==> src/rtl/i2sf_pkg.sv <==
// i2sf_pkg: constants shared by the two-wire status flag block.
// assumes: AXI4-Lite register bus with 32-bit data and byte addresses.
package i2sf_pkg;

   // ======================================================
   // register byte offsets
   localparam int unsigned ADDR_W         = 8;
   localparam logic [7:0]  OFF_STATUS_ONE = 8'h00; // read only flags
   localparam logic [7:0]  OFF_STATUS_TWO = 8'h04; // error flags, read clears
   localparam logic [7:0]  OFF_CONTROL    = 8'h08; // interface on, irq enable
   localparam logic [7:0]  OFF_DATA       = 8'h0C; // data byte register
   localparam logic [7:0]  OFF_IRQ_STAT   = 8'h10; // sticky events, write one clears
   localparam logic [7:0]  OFF_IRQ_MASK   = 8'h14; // mask, same layout
   localparam logic [7:0]  OFF_OWN_ADDR   = 8'h18; // own slave address

   // ======================================================
   // status_one bit positions
   localparam int unsigned S1_EVENT  = 7;
   localparam int unsigned S1_HDR    = 6;
   localparam int unsigned S1_DIR    = 5;
   localparam int unsigned S1_BUSY   = 4;
   localparam int unsigned S1_BTF    = 3;
   localparam int unsigned S1_OWN_ADDRESS_MATCHED   = 2;
   localparam int unsigned S1_MASTER = 1;
   localparam int unsigned S1_START  = 0;

   // status_two bit positions
   localparam int unsigned S2_BUSERR = 0;
   localparam int unsigned S2_ARBLOST = 1;
   localparam int unsigned S2_STOP   = 2;
   localparam int unsigned S2_NOACK  = 3;

   // control bit positions
   localparam int unsigned CTL_ON  = 0;
   localparam int unsigned CTL_ITE = 1;

   // irq status / mask bit positions
   localparam int unsigned IRQ_BTF    = 0;
   localparam int unsigned IRQ_OWN_ADDRESS_MATCHED   = 1;
   localparam int unsigned IRQ_START  = 2;
   localparam int unsigned IRQ_NOACK  = 3;
   localparam int unsigned IRQ_STOP   = 4;
   localparam int unsigned IRQ_ARB    = 5;
   localparam int unsigned IRQ_BUSERR = 6;
   localparam int unsigned IRQ_HDR    = 7;

   // ======================================================
   // reset values and fixed codes
   localparam logic [7:0] RST_BYTE     = 8'h00;
   localparam logic [6:0] RST_OWN_ADDR = 7'h00;
   localparam logic [6:0] GENERAL_CALL = 7'h00;
   localparam logic [1:0] RESP_OKAY    = 2'h0;
   localparam logic [1:0] RESP_SLVERR  = 2'h2;

endpackage

==> src/rtl/i2sf_line_if.sv <==
// i2sf_line_if: synchronised bus line levels and conditions.
// assumes: driven by the line monitor, read by the flag logic, one clock.
`timescale 1ns/1ps
`default_nettype none

interface i2sf_line_if;
   logic sclLevel;  // clock line after synchroniser
   logic sdaLevel;  // data line after synchroniser
   logic startSeen; // one-cycle pulse, start condition
   logic stopSeen;  // one-cycle pulse, stop condition

   modport mon  (output sclLevel, output sdaLevel, output startSeen, output stopSeen);
   modport user (input sclLevel, input sdaLevel, input startSeen, input stopSeen);
endinterface

`default_nettype wire

==> src/rtl/i2sf_line_monitor.sv <==
// i2sf_line_monitor: synchronises the two bus lines, finds start and stop.
// assumes: lines are asynchronous to clock and far slower than it.
`timescale 1ns/1ps
`default_nettype none

module i2sf_line_monitor
   import i2sf_pkg::*;
(
   input  wire logic clock,
   input  wire logic rst,
   input  wire logic sclIn,
   input  wire logic sdaIn,
   i2sf_line_if.mon  line
);

   // ======================================================
   // state
   typedef struct packed {
      logic [1:0] sclSync; // [0] first stage, read only by [1]
      logic [1:0] sdaSync;
      logic       sclPrev; // third stage, safe for edge compare
      logic       sdaPrev;
      logic       start;
      logic       stop;
   } i2sf_mon_t;

   i2sf_mon_t q;
   i2sf_mon_t d;

   // next state: start is data falling while clock high, stop is data rising
   always_comb
   begin
      d            = q;
      d.sclSync    = {q.sclSync[0], sclIn};
      d.sdaSync    = {q.sdaSync[0], sdaIn};
      d.sclPrev    = q.sclSync[1];
      d.sdaPrev    = q.sdaSync[1];
      d.start      = q.sclSync[1] && q.sclPrev && q.sdaPrev && !q.sdaSync[1];
      d.stop       = q.sclSync[1] && q.sclPrev && !q.sdaPrev && q.sdaSync[1];
   end

   // registers; idle bus reads high after reset
   always_ff @(posedge clock)
   begin
      if (rst)
      begin
         q <= '{sclSync: 2'h3, sdaSync: 2'h3, sclPrev: 1'b1, sdaPrev: 1'b1,
                start: 1'b0, stop: 1'b0};
      end
      else
      begin
         q <= d;
      end
   end

   assign line.sclLevel  = q.sclPrev;
   assign line.sdaLevel  = q.sdaPrev;
   assign line.startSeen = q.start;
   assign line.stopSeen  = q.stop;

endmodule

`default_nettype wire

==> src/rtl/i2sf_status_flags.sv <==
// i2sf_status_flags: status_one flag logic of a two-wire bus interface,
// with AXI4-Lite registers, interrupt and clock-stretch drive.
// assumes: the byte engine on the same clock gives one-cycle event pulses;
// bus lines arrive raw and are synchronised inside.
// Operation
// - any interrupt source or address sent sets the event flag
// - status_two read clears event after errors
// - interface off clears event, header, direction, btf, own_address_matched
// - header flag cleared by status_two read, data write
// - direction valid with btf, cleared with it
// - stop or arbitration loss clears direction
// - start sets busy, stop clears busy
// - bus error clears busy
// - busy frozen while interface off
// - byte done sets btf, interrupt if enabled
// - tx btf after ack, address after phase event
// - tx btf cleared by status read, data write
// - rx btf after ack; cleared status read, data read
// - clock held low while btf set
// - address match or general call sets own_address_matched
// - status_one read clears own_address_matched; clock held low
// - status_one read only, reset zero, fixed layout
//
// Decided for this implementation: the AXI4-Lite register port and the placing of the registers.
`timescale 1ns/1ps
`default_nettype none

module i2sf_status_flags
   import i2sf_pkg::*;
(
   input  wire logic              clock,
   input  wire logic              rst,
   // AXI4-Lite slave
   input  wire logic [ADDR_W-1:0] awaddr,
   input  wire logic              awvalid,
   output logic                   awready,
   input  wire logic [31:0]       wdata,
   input  wire logic [3:0]        wstrb,
   input  wire logic              wvalid,
   output logic                   wready,
   output logic [1:0]             bresp,
   output logic                   bvalid,
   input  wire logic              bready,
   input  wire logic [ADDR_W-1:0] araddr,
   input  wire logic              arvalid,
   output logic                   arready,
   output logic [31:0]            rdata,
   output logic [1:0]             rresp,
   output logic                   rvalid,
   input  wire logic              rready,
   // bus lines; clock line is open drain
   input  wire logic              sclIn,
   input  wire logic              sdaIn,
   output logic                   sclOut,
   output logic                   sclOe,
   // byte engine events, one-cycle pulses, with their data and qualifier levels
   input  wire logic              engStartGen,
   input  wire logic              engNoAck,
   input  wire logic              engArbLost,
   input  wire logic              engBusErr,
   input  wire logic              engHdrSent,
   input  wire logic              engAddrSent,
   input  wire logic              engTxDone,
   input  wire logic              engTxIsAddr,
   input  wire logic              engRxDone,
   input  wire logic [7:0]        engRxData,
   input  wire logic              engAckEn,
   input  wire logic              engRxAddrValid,
   input  wire logic [6:0]        engRxAddr,
   // to the byte engine, and the interrupt line
   output logic                   interfaceOn,
   output logic [7:0]             txByte,
   output logic                   dataWrStrobe,
   output logic                   dataRdStrobe,
   output logic                   irq
);

   // ======================================================
   // line monitor
   i2sf_line_if line ();

   i2sf_line_monitor u_mon (
      .clock (clock),
      .rst   (rst),
      .sclIn (sclIn),
      .sdaIn (sdaIn),
      .line  (line)
   );

   // ======================================================
   // all state in one struct
   typedef struct packed {
      logic              awRdy;     // bus handshake registers
      logic              wRdy;
      logic              arRdy;
      logic              awHave;
      logic              wHave;
      logic [ADDR_W-1:0] awAddr;
      logic [7:0]        wByte;
      logic              wLane0;
      logic              bValid;
      logic [1:0]        bResp;
      logic              rValid;
      logic [31:0]       rData;
      logic [1:0]        rResp;
      logic [7:0]        stOne;     // status_one flags
      logic [3:0]        stTwo;     // error flags
      logic              ifOn;      // interface_on_bit
      logic              intEn;     // interrupt_enable_bit
      logic [6:0]        ownAddr;
      logic [7:0]        dataByte;
      logic              wrPulse;
      logic              rdPulse;
      logic              seqArmed;  // status_one read seen last
      logic              hdrArmed;  // status_two read seen last
      logic [7:0]        irqSt;
      logic [7:0]        irqMask;
      logic              irqOut;
      logic              sclHold;
   } i2sf_state_t;

   i2sf_state_t q;
   i2sf_state_t d;

   // ======================================================
   // next state
   always_comb
   begin
      logic       wrEn;
      logic       rdEn;
      logic       rdS1;
      logic       rdS2;
      logic       rdDr;
      logic       wrDr;
      logic       btfSet;
      logic       btfClr;
      logic       adslSet;
      logic       stopSlave;
      logic       evtClr;
      logic [7:0] irqSet;
      logic [31:0] rv;
      logic       mapped;
      wrEn      = 1'b0;
      rdEn      = 1'b0;
      rdS1      = 1'b0;
      rdS2      = 1'b0;
      rdDr      = 1'b0;
      wrDr      = 1'b0;
      btfSet    = 1'b0;
      btfClr    = 1'b0;
      adslSet   = 1'b0;
      stopSlave = 1'b0;
      evtClr    = 1'b0;
      irqSet    = 8'h00;
      rv        = 32'h0000_0000;
      mapped    = 1'b1;
      d         = q;
      d.wrPulse = 1'b0;
      d.rdPulse = 1'b0;

      // write channels taken in either order
      if (awvalid && q.awRdy)
      begin
         d.awHave = 1'b1;
         d.awAddr = awaddr;
      end
      if (wvalid && q.wRdy)
      begin
         d.wHave  = 1'b1;
         d.wByte  = wdata[7:0];
         d.wLane0 = wstrb[0];
      end
      // response accepted
      if (q.bValid && bready)
         d.bValid = 1'b0;
      if (q.rValid && rready)
         d.rValid = 1'b0;
      // write commits once both halves are held and no response waits
      if (q.awHave && q.wHave && !q.bValid)
      begin
         wrEn     = 1'b1;
         d.awHave = 1'b0;
         d.wHave  = 1'b0;
         d.bValid = 1'b1;
         d.bResp  = RESP_OKAY;
         case (q.awAddr)
            OFF_CONTROL:
               if (q.wLane0)
               begin
                  d.ifOn  = q.wByte[CTL_ON];
                  d.intEn = q.wByte[CTL_ITE];
               end
            OFF_DATA:
            begin
               wrDr = 1'b1;
               if (q.wLane0)
               begin
                  d.dataByte = q.wByte;
                  d.wrPulse  = 1'b1;
               end
            end
            OFF_IRQ_MASK:
               if (q.wLane0)
                  d.irqMask = q.wByte;
            OFF_OWN_ADDR:
               if (q.wLane0)
                  d.ownAddr = q.wByte[6:0];
            // read-only or write-one-clear, handled below
            OFF_STATUS_ONE, OFF_STATUS_TWO, OFF_IRQ_STAT: ;
            default: d.bResp = RESP_SLVERR; // unmapped address
         endcase
      end

      // read: one outstanding, data registered with rvalid
      if (arvalid && q.arRdy)
      begin
         rdEn = 1'b1;
         case (araddr)
            OFF_STATUS_ONE: begin rv[7:0] = q.stOne; rdS1 = 1'b1; end
            OFF_STATUS_TWO: begin rv[3:0] = q.stTwo; rdS2 = 1'b1; end
            OFF_CONTROL:    begin rv[CTL_ON] = q.ifOn; rv[CTL_ITE] = q.intEn; end
            OFF_DATA:       begin rv[7:0] = q.dataByte; rdDr = 1'b1; end
            OFF_IRQ_STAT:   rv[7:0] = q.irqSt;
            OFF_IRQ_MASK:   rv[7:0] = q.irqMask;
            OFF_OWN_ADDR:   rv[6:0] = q.ownAddr;
            default:        mapped = 1'b0;
         endcase
         d.rValid = 1'b1;
         d.rData  = rv;
         d.rResp  = mapped ? RESP_OKAY : RESP_SLVERR;
         d.rdPulse = rdDr;
      end

      // ordered clear sequences use the armed state from before this cycle
      btfClr = q.seqArmed && q.stOne[S1_BTF]
               && ((rdDr && !q.stOne[S1_DIR])
                   || (wrDr && q.stOne[S1_DIR]));
      // only the access right after the status read completes a pair
      if (rdS1)
         d.seqArmed = 1'b1;
      else if (wrEn || rdEn)
         d.seqArmed = 1'b0;
      if (rdS2)
         d.hdrArmed = 1'b1;
      else if (wrEn || rdEn)
         d.hdrArmed = 1'b0;

      // ---- clears first, so that a same-cycle set wins ----
      if (btfClr)
      begin
         d.stOne[S1_BTF] = 1'b0;
         d.stOne[S1_DIR] = 1'b0;
      end
      if (rdS1)
         d.stOne[S1_OWN_ADDRESS_MATCHED] = 1'b0;
      if (q.seqArmed && wrDr)
         d.stOne[S1_START] = 1'b0; // address written after start
      if (q.hdrArmed && wrDr)
         d.stOne[S1_HDR] = 1'b0;
      evtClr = (rdS2 && (|q.stTwo)) || btfClr
               || (rdS1 && q.stOne[S1_OWN_ADDRESS_MATCHED])
               || (q.seqArmed && wrDr && q.stOne[S1_START])
               || (q.hdrArmed && wrDr && q.stOne[S1_HDR]);
      if (evtClr)
         d.stOne[S1_EVENT] = 1'b0;
      if (rdS2)
         d.stTwo = 4'h0;
      // ---- hardware sets ----
      btfSet  = (engTxDone && !engTxIsAddr) || engAddrSent
                || (engRxDone && engAckEn);
      adslSet = engRxAddrValid && engAckEn
                && (engRxAddr == q.ownAddr || engRxAddr == GENERAL_CALL);
      stopSlave = line.stopSeen && !q.stOne[S1_MASTER];
      if (btfSet)
      begin
         d.stOne[S1_BTF] = 1'b1;
         d.stOne[S1_DIR] = !engRxDone;
      end
      if (engRxDone)
         d.dataByte = engRxData;
      if (adslSet)
         d.stOne[S1_OWN_ADDRESS_MATCHED] = 1'b1;
      if (engHdrSent)
         d.stOne[S1_HDR] = 1'b1;
      if (engStartGen)
      begin
         d.stOne[S1_START]  = 1'b1;
         d.stOne[S1_MASTER] = 1'b1;
      end
      if (line.stopSeen || engArbLost)
      begin
         d.stOne[S1_DIR]    = 1'b0;
         d.stOne[S1_MASTER] = 1'b0;
      end
      // error flags, bit order noack, stop, arb lost, bus error as in the package
      d.stTwo = d.stTwo | {engNoAck, stopSlave, engArbLost, engBusErr};
      // interrupt sources, bit order header down to byte done as in the package
      irqSet = {engHdrSent, engBusErr, engArbLost, stopSlave,
                engNoAck, engStartGen, adslSet, btfSet};
      if ((|irqSet) || engAddrSent)
         d.stOne[S1_EVENT] = 1'b1;
      // busy follows the lines only while the interface is on
      if (q.ifOn)
      begin
         if (line.startSeen)
            d.stOne[S1_BUSY] = 1'b1;
         if (line.stopSeen || engBusErr)
            d.stOne[S1_BUSY] = 1'b0;
      end

      // interface off is a hardware clear and overrides any set
      if (!q.ifOn)
      begin
         d.stOne[S1_EVENT] = 1'b0;
         d.stOne[S1_HDR]   = 1'b0;
         d.stOne[S1_DIR]   = 1'b0;
         d.stOne[S1_BTF]   = 1'b0;
         d.stOne[S1_OWN_ADDRESS_MATCHED]  = 1'b0;
      end

      // sticky interrupt status: write one clears, a new event wins
      if (wrEn && q.awAddr == OFF_IRQ_STAT && q.wLane0)
         d.irqSt = q.irqSt & ~q.wByte;
      d.irqSt  = d.irqSt | irqSet;
      d.irqOut = d.intEn && (|(d.irqSt & d.irqMask));
      // stretch the clock while software owes an answer
      d.sclHold = d.stOne[S1_BTF] || d.stOne[S1_OWN_ADDRESS_MATCHED];
      // ready flags track the held halves and pending responses
      d.awRdy = !d.awHave && !d.bValid;
      d.wRdy  = !d.wHave && !d.bValid;
      d.arRdy = !d.rValid;
   end

   // ======================================================
   // registers, reset to zero except the three ready flags, which reset to one
   always_ff @(posedge clock)
   begin
      if (rst)
      begin
         q         <= '0;
         q.ownAddr <= RST_OWN_ADDR;
         q.awRdy   <= 1'b1;
         q.wRdy    <= 1'b1;
         q.arRdy   <= 1'b1;
      end
      else
         q <= d;
   end

   // ======================================================
   // outputs, all from the state register except sclOut, which is the constant 1'b0
   assign awready      = q.awRdy;
   assign wready       = q.wRdy;
   assign bvalid       = q.bValid;
   assign bresp        = q.bResp;
   assign arready      = q.arRdy;
   assign rvalid       = q.rValid;
   assign rdata        = q.rData;
   assign rresp        = q.rResp;
   assign sclOut       = 1'b0;      // open drain: only ever pulls low
   assign sclOe        = q.sclHold;
   assign interfaceOn  = q.ifOn;
   assign txByte       = q.dataByte;
   assign dataWrStrobe = q.wrPulse;
   assign dataRdStrobe = q.rdPulse;
   assign irq          = q.irqOut;

endmodule

`default_nettype wire

==> config.mk <==
export PLATFORM = sky130hd
export DESIGN_NAME = i2sf_status_flags
export DESIGN_NICKNAME = d
export VERILOG_FILES = /design/src/rtl/i2sf_pkg.sv /design/src/rtl/i2sf_line_if.sv /design/src/rtl/i2sf_line_monitor.sv /design/src/rtl/i2sf_status_flags.sv
export SDC_FILE = /design/constraint.sdc
export NUM_CORES = 1
export LEC_CHECK = 0
export ABC_CLOCK_PERIOD_IN_PS = 2600
export BUFFER_PORTS_ARGS = -buffer_cell sky130_fd_sc_hd__buf_4
export CAP_MARGIN = 20
export CELL_PAD_IN_SITES_DETAIL_PLACEMENT = 0
export CELL_PAD_IN_SITES_GLOBAL_PLACEMENT = 1
export CORE_UTILIZATION = 33
export DETAILED_ROUTE_END_ITERATION = 6
export PLACE_DENSITY = 0.85
export SETUP_SLACK_MARGIN = 0.2
export SYNTH_ARGS = -nofsm -noshare
export SYNTH_HDL_FRONTEND = slang
export SYNTH_SLANG_ARGS = --single-unit
==> constraint.sdc <==
create_clock -name clock -period 2.6 [get_ports clock]
set_clock_uncertainty 0.05 [all_clocks]
set_input_delay 0.52 -clock clock [delete_from_list [all_inputs] [get_ports clock]]
set_output_delay 0.52 -clock clock [all_outputs]
set_load 0.005 [all_outputs]
Word-level counts from Yosys, hierarchy flattened
Cells that the tools add are included.
{"block": "totals", "register_bits": 95, "in_bits": 87, "elab_cells": 198, "output_inout_bits": 55}
{"block": "classes", "n_eq_ne": 13, "n_mux": 56, "bitwise_logic": 8, "n_reduce_logical": 82}
{"operator": "8-bit by 5-bit equality test with 1-bit output, second input constant", "n": 6}
{"operator": "8-bit 2-to-1 mux", "n": 5}
{"operator": "1-bit 2-to-1 mux", "n": 35}
{"operator": "35-bit 2-to-1 mux", "n": 1}
{"operator": "8-bit by 4-bit equality test with 1-bit output, second input constant", "n": 4}
{"operator": "1-bit logical AND", "n": 32}
{"operator": "2-bit nonzero test", "n": 10}
{"operator": "9-bit 2-to-1 mux", "n": 2}
{"operator": "17-bit 2-to-1 mux", "n": 1}
{"operator": "8-bit AND", "n": 2}
{"operator": "8-bit by 3-bit equality test with 1-bit output, second input constant", "n": 2}
{"operator": "8-bit zero test", "n": 2}
{"operator": "8-bit OR reduction", "n": 2}
{"operator": "3-bit case mux with 5 select lines", "n": 1}
{"operator": "7-bit 2-to-1 mux", "n": 2}
{"operator": "2-bit case mux with 7 select lines", "n": 1}
{"operator": "7-bit OR reduction", "n": 2}
{"operator": "1-bit logical OR", "n": 13}
{"operator": "2-bit case mux with 6 select lines", "n": 1}
{"operator": "1-bit zero test", "n": 11}
{"operator": "3-bit AND reduction", "n": 3}
{"operator": "2-bit 2-to-1 mux", "n": 4}
{"operator": "8-bit NOT", "n": 1}
{"operator": "8-bit OR", "n": 1}
{"operator": "other kinds (11)", "n": 15}

Longest topological paths before layout
{"block": "depth", "depth_word": 12, "mapped_depth": 8, "mapped_depth_nobuf": 6}

Modules after synthesis
From an unflattened synthesis, not the netlist that was laid out.
{"block": "unflattened", "hier_cells": 519, "area_unflattened_um2": 4405.5}
{"mod": "i2sf_status_flags", "seq_area_each_um2": 1701.6, "instances": 1, "area_per_inst_um2": 4179.0, "cells_each": 501}
{"mod": "i2sf_line_monitor", "seq_area_each_um2": 160.2, "instances": 1, "area_per_inst_um2": 226.5, "cells_each": 18}

Worst setup path after synthesis
OpenSTA, ideal clock, no wires.
{"block": "synth_timing", "path_kind": "register to register", "startpoint": "register q[103] (netlist name)", "endpoint": "register q, in the netlist irq", "stages_incl_launch_ff": 8, "path_slack_ns": 0.109, "period_less_slack_ns": 2.491, "setup_ns": 0.120, "n_path_buf": 1, "required_ns": 2.430, "t_arrival_ns": 2.321, "path_cell_list": "dfxtp_1 or4_4 buf_6 nor4_4 mux2i_1 o22a_1 o221ai_1 o31a_1"}
{"block": "synth_via", "elab_chain_cells": 8, "elab_cells_between_ends": 14, "cone_classes": "eq/ne: 3; mux: 5; bitwise: 2; reduce/logical: 4"}
{"element": "start: declaration", "line": "i2sf_status_flags.sv:122", "source": "i2sf_state_t q;"}
{"element": "8-bit by 5-bit equality test with 1-bit output", "line": "i2sf_status_flags.sv:322", "source": "if (wrEn && q.awAddr == OFF_IRQ_STAT && q.wLane0)"}
{"element": "1-bit logical AND (2 in a row)", "line": "i2sf_status_flags.sv:322"}
{"element": "8-bit 2-to-1 mux", "line": "i2sf_status_flags.sv:322"}
{"element": "8-bit OR", "line": "i2sf_status_flags.sv:324", "source": "d.irqSt = d.irqSt | irqSet;"}
{"element": "8-bit AND", "line": "i2sf_status_flags.sv:325", "source": "d.irqOut = d.intEn && (|(d.irqSt & d.irqMask));"}
{"element": "8-bit OR reduction", "line": "i2sf_status_flags.sv:325"}
{"element": "1-bit logical AND (*)", "line": "i2sf_status_flags.sv:325"}
Every way passes the cells marked *; elsewhere a longest branch is shown, timed or not. The select of a mux whose other input is x is not followed.
A chain may end at the register's enable or synchronous reset.

Worst setup path after layout
{"block": "layout_timing", "startpoint": "register q[99] (netlist name)", "endpoint": "register q, in the netlist irq"}
Same word-level chain as after synthesis.

==> results.ini <==
[place]
placed_cells=734
place_ws_ns=0.223
gp_congestion=0.875
dp_hpwl_um=8800
numPortBuffers=87

[worst_setup_path]
cp-endpoint=irq
reg2reg_from=q[99]
worstPathRequired_ns=2.78
crit_path_start_kind=flip-flop
r2r_cells=7
end_kind=flip-flop
cp-startpoint=q[99]
crit_arrival_ns=2.54
reg2reg_slack_ns=0.24
r2r-end=irq
worst-path-max-fanout=5
critical_path_class=flip-flop to flip-flop

[die]
fp-row-count=41
start_util=0.340
coreArea_um2=12700
die_w_um=116
io-pin-count=142
die_h_um=116
die_area_um2=13500

[sta]
slew_violations=0
post-route-min-period_ns=2.36
fmax_mhz=423
setup_slack_ns=0.238
fin_crit_sh=0.908
hold_viol_final=0
finalSetupViolCount=0
rsz0062_at_grt=yes
hold_ws_ns=0.310
tns_ns=0
slew_headroom=0.649
tightestPinTransition_ns=0.519

[synthesis]
synth-edff-count=0
yosysSeqAreaShare=0.432
yosysWarnings=0
synth_xor_area_frac=0.0142
synthMuxAreaShare=0.0668
synth_area_per_cell_um2=8.49
synth_cell_types=52
synth_top_family_by_area=simple AND/OR/NAND/NOR gates
synth_simple_gate_area_frac=0.232
syn_area_um2=4310
syn_inst=507
synthAdderAreaFrac=0
synth-compound-area-share=0.147
ys_ff_latch=93
async_flop_share=0
ys.flop_type=dfxtp_1

[detailed_routing]
final_antenna_net_count=0
wl_um=11600
vias=3743
firstDrtPassIters=5
drcViolationCount=0
wl_per_cell_um=15.5
drt_iter0_drc=131
via_per_inst=4.98

[clock_network]
numCtsBuffers=9
cts_hold_buf=0
htree_levels=3
cts_sinks=93
clk_pin_slew_ns=0.06
clock_latency_ns=0.34
cts-root-buf=clkbuf_16
cts_buffer_depth=2
cts_tree=built

[layout]
area_growth_pct=22.7
final_cell_mix=99 x buf_4, 93 x dfxtp_1, 67 x nand2_1
fillCellCount=1287
antennaDiodeCount=0
drive_gt1_frac=0.228
fin_cells=751
fin_nets=661
mostFrequentLayoutCell=buf_4

[pwr]
power_mw=3.33
p_leak_nw=2.04
powerDensity_nw_per_um2=629
ir_worst_vdd_mv=0.292

[run]
cap_violations=0

[global_route]
grt_max_degree=45
grt_overflow_total=0
grt_use_total=0.181
antenna_found_initial=0
grt_pass1_wl_um=18400
grt_pass1_vias=3523

[worst_hold_path]
hold_class=input port to flip-flop

[outcome]
status=complete, no violations

registers in the layout (all words and copies together), names as in the netlist, 4 cells and up:
name	flops
rdata	8
u_mon.d	4
q	57
txByte	8
area by class of cell:
| cell class | instances | area, um^2 | area share |
|---|---|---|---|
| multi-input cells | 366 | 2110 | 0.399 |
| flip-flops and latches | 93 | 1860 | 0.352 |
| repair buffers | 100 | 754 | 0.143 |
| clock buffers | 12 | 256 | 0.0485 |
| well taps | 172 | 215 | 0.0407 |
| clock inverters | 4 | 70.1 | 0.0133 |
| inverters | 4 | 15.0 | 0.00284 |
report_power, final:
group          internal, mW  switching (mW)  total [mW]
registers              1.49          0.0662        1.55
logic                 0.164           0.179       0.342
clock network         0.892           0.540        1.43
metal layers:
layer	wire (um)	vias up	GRT usage	part of all wire
li1	-	1837	-	-
met1	5310	1781	0.231	0.46
met2	5560	111	0.299	0.48
met3	563	14	0.0343	0.048
met4	216	0	0.0778	0.019
met5	0	-	0	0
worst min-delay path by stage:
stage | from | endpoint | slack [ns] | cells past startpoint
6_report | sclIn | u_mon.d[7] | 0.31 | 2
5_1_grt | sdaIn | u_mon.d[5] | 0.30 | 2
4_1_cts | sclIn | u_mon.d[7] | 0.30 | 2
3_5_place_dp | u_mon.d[7] | u_mon.d[3] | 0.35 | 1
3_3_place_gp | u_mon.line.sdaLevel | u_mon.line.stopSeen | 0.35 | 1
2_1_floorplan | u_mon.line.sdaLevel | u_mon.line.stopSeen | 0.34 | 1
synthesized netlist by cell type, types with 2 or more instances:
cell type | n | share of area
a211oi_1 | 13 | 0.023
a21o_1 | 2 | 0.0035
a21oi_1 | 54 | 0.063
a221oi_1 | 2 | 0.0041
a22o_1 | 2 | 0.0041
a22oi_1 | 8 | 0.014
and2_1 | 5 | 0.0073
and3b_1 | 3 | 0.0061
buf_1 | 5 | 0.0044
buf_4 | 46 | 0.080
clkbuf_1 | 18 | 0.016
dfxtp_1 | 93 | 0.43
inv_1 | 4 | 0.0035
mux2_1 | 2 | 0.0052
mux2i_1 | 22 | 0.051
mux4_2 | 2 | 0.010
nand2_1 | 67 | 0.058
nand2b_1 | 4 | 0.0058
nand3_1 | 19 | 0.022
nand3b_1 | 4 | 0.0070
nand4_1 | 4 | 0.0058
nor2_1 | 52 | 0.045
nor2b_1 | 7 | 0.010
nor3_1 | 11 | 0.013
nor3b_1 | 2 | 0.0035
nor4_1 | 8 | 0.012
nor4_2 | 2 | 0.0058
o211ai_1 | 5 | 0.0087
o21ai_0 | 6 | 0.0070
o22a_1 | 2 | 0.0041
o22ai_1 | 2 | 0.0029
or2_2 | 6 | 0.0087
xnor2_1 | 5 | 0.010
xor2_1 | 2 | 0.0041
per-stage QoR:
step,instance area [um^2],utilization
3_3_place_gp,4920,0.388
4_1_cts,5250,0.414
5_1_grt,5280,0.417
3_5_place_dp,4920,0.388
2_1_floorplan,4400,-
6_report,5280,0.417
what timing repair did:
action	CTS	global route
setup buffers	0	1
gates resized for setup	0	7
setup endpoints to repair	0	3
hold endpoints to repair	0	0
cells by family after synthesis:
kind of cell              after synthesis
AOI/OAI and AO/OA                     103
and+or+nand+nor                       203
other                                   1
buffers and inverters                  74
DFF                                    93
muxes                                  26
xor gates and xnor gates                7
critical path, stage by stage, from the launching register on:
cell	delay, ns
dfxtp_1	0.33
or4_4	0.60
nor4_4	0.28
buf_6	0.17
buf_4	0.15
mux2i_1	0.23
o22ai_1	0.13
o31a_1	0.32
Power figures use the tool's default switching activity.
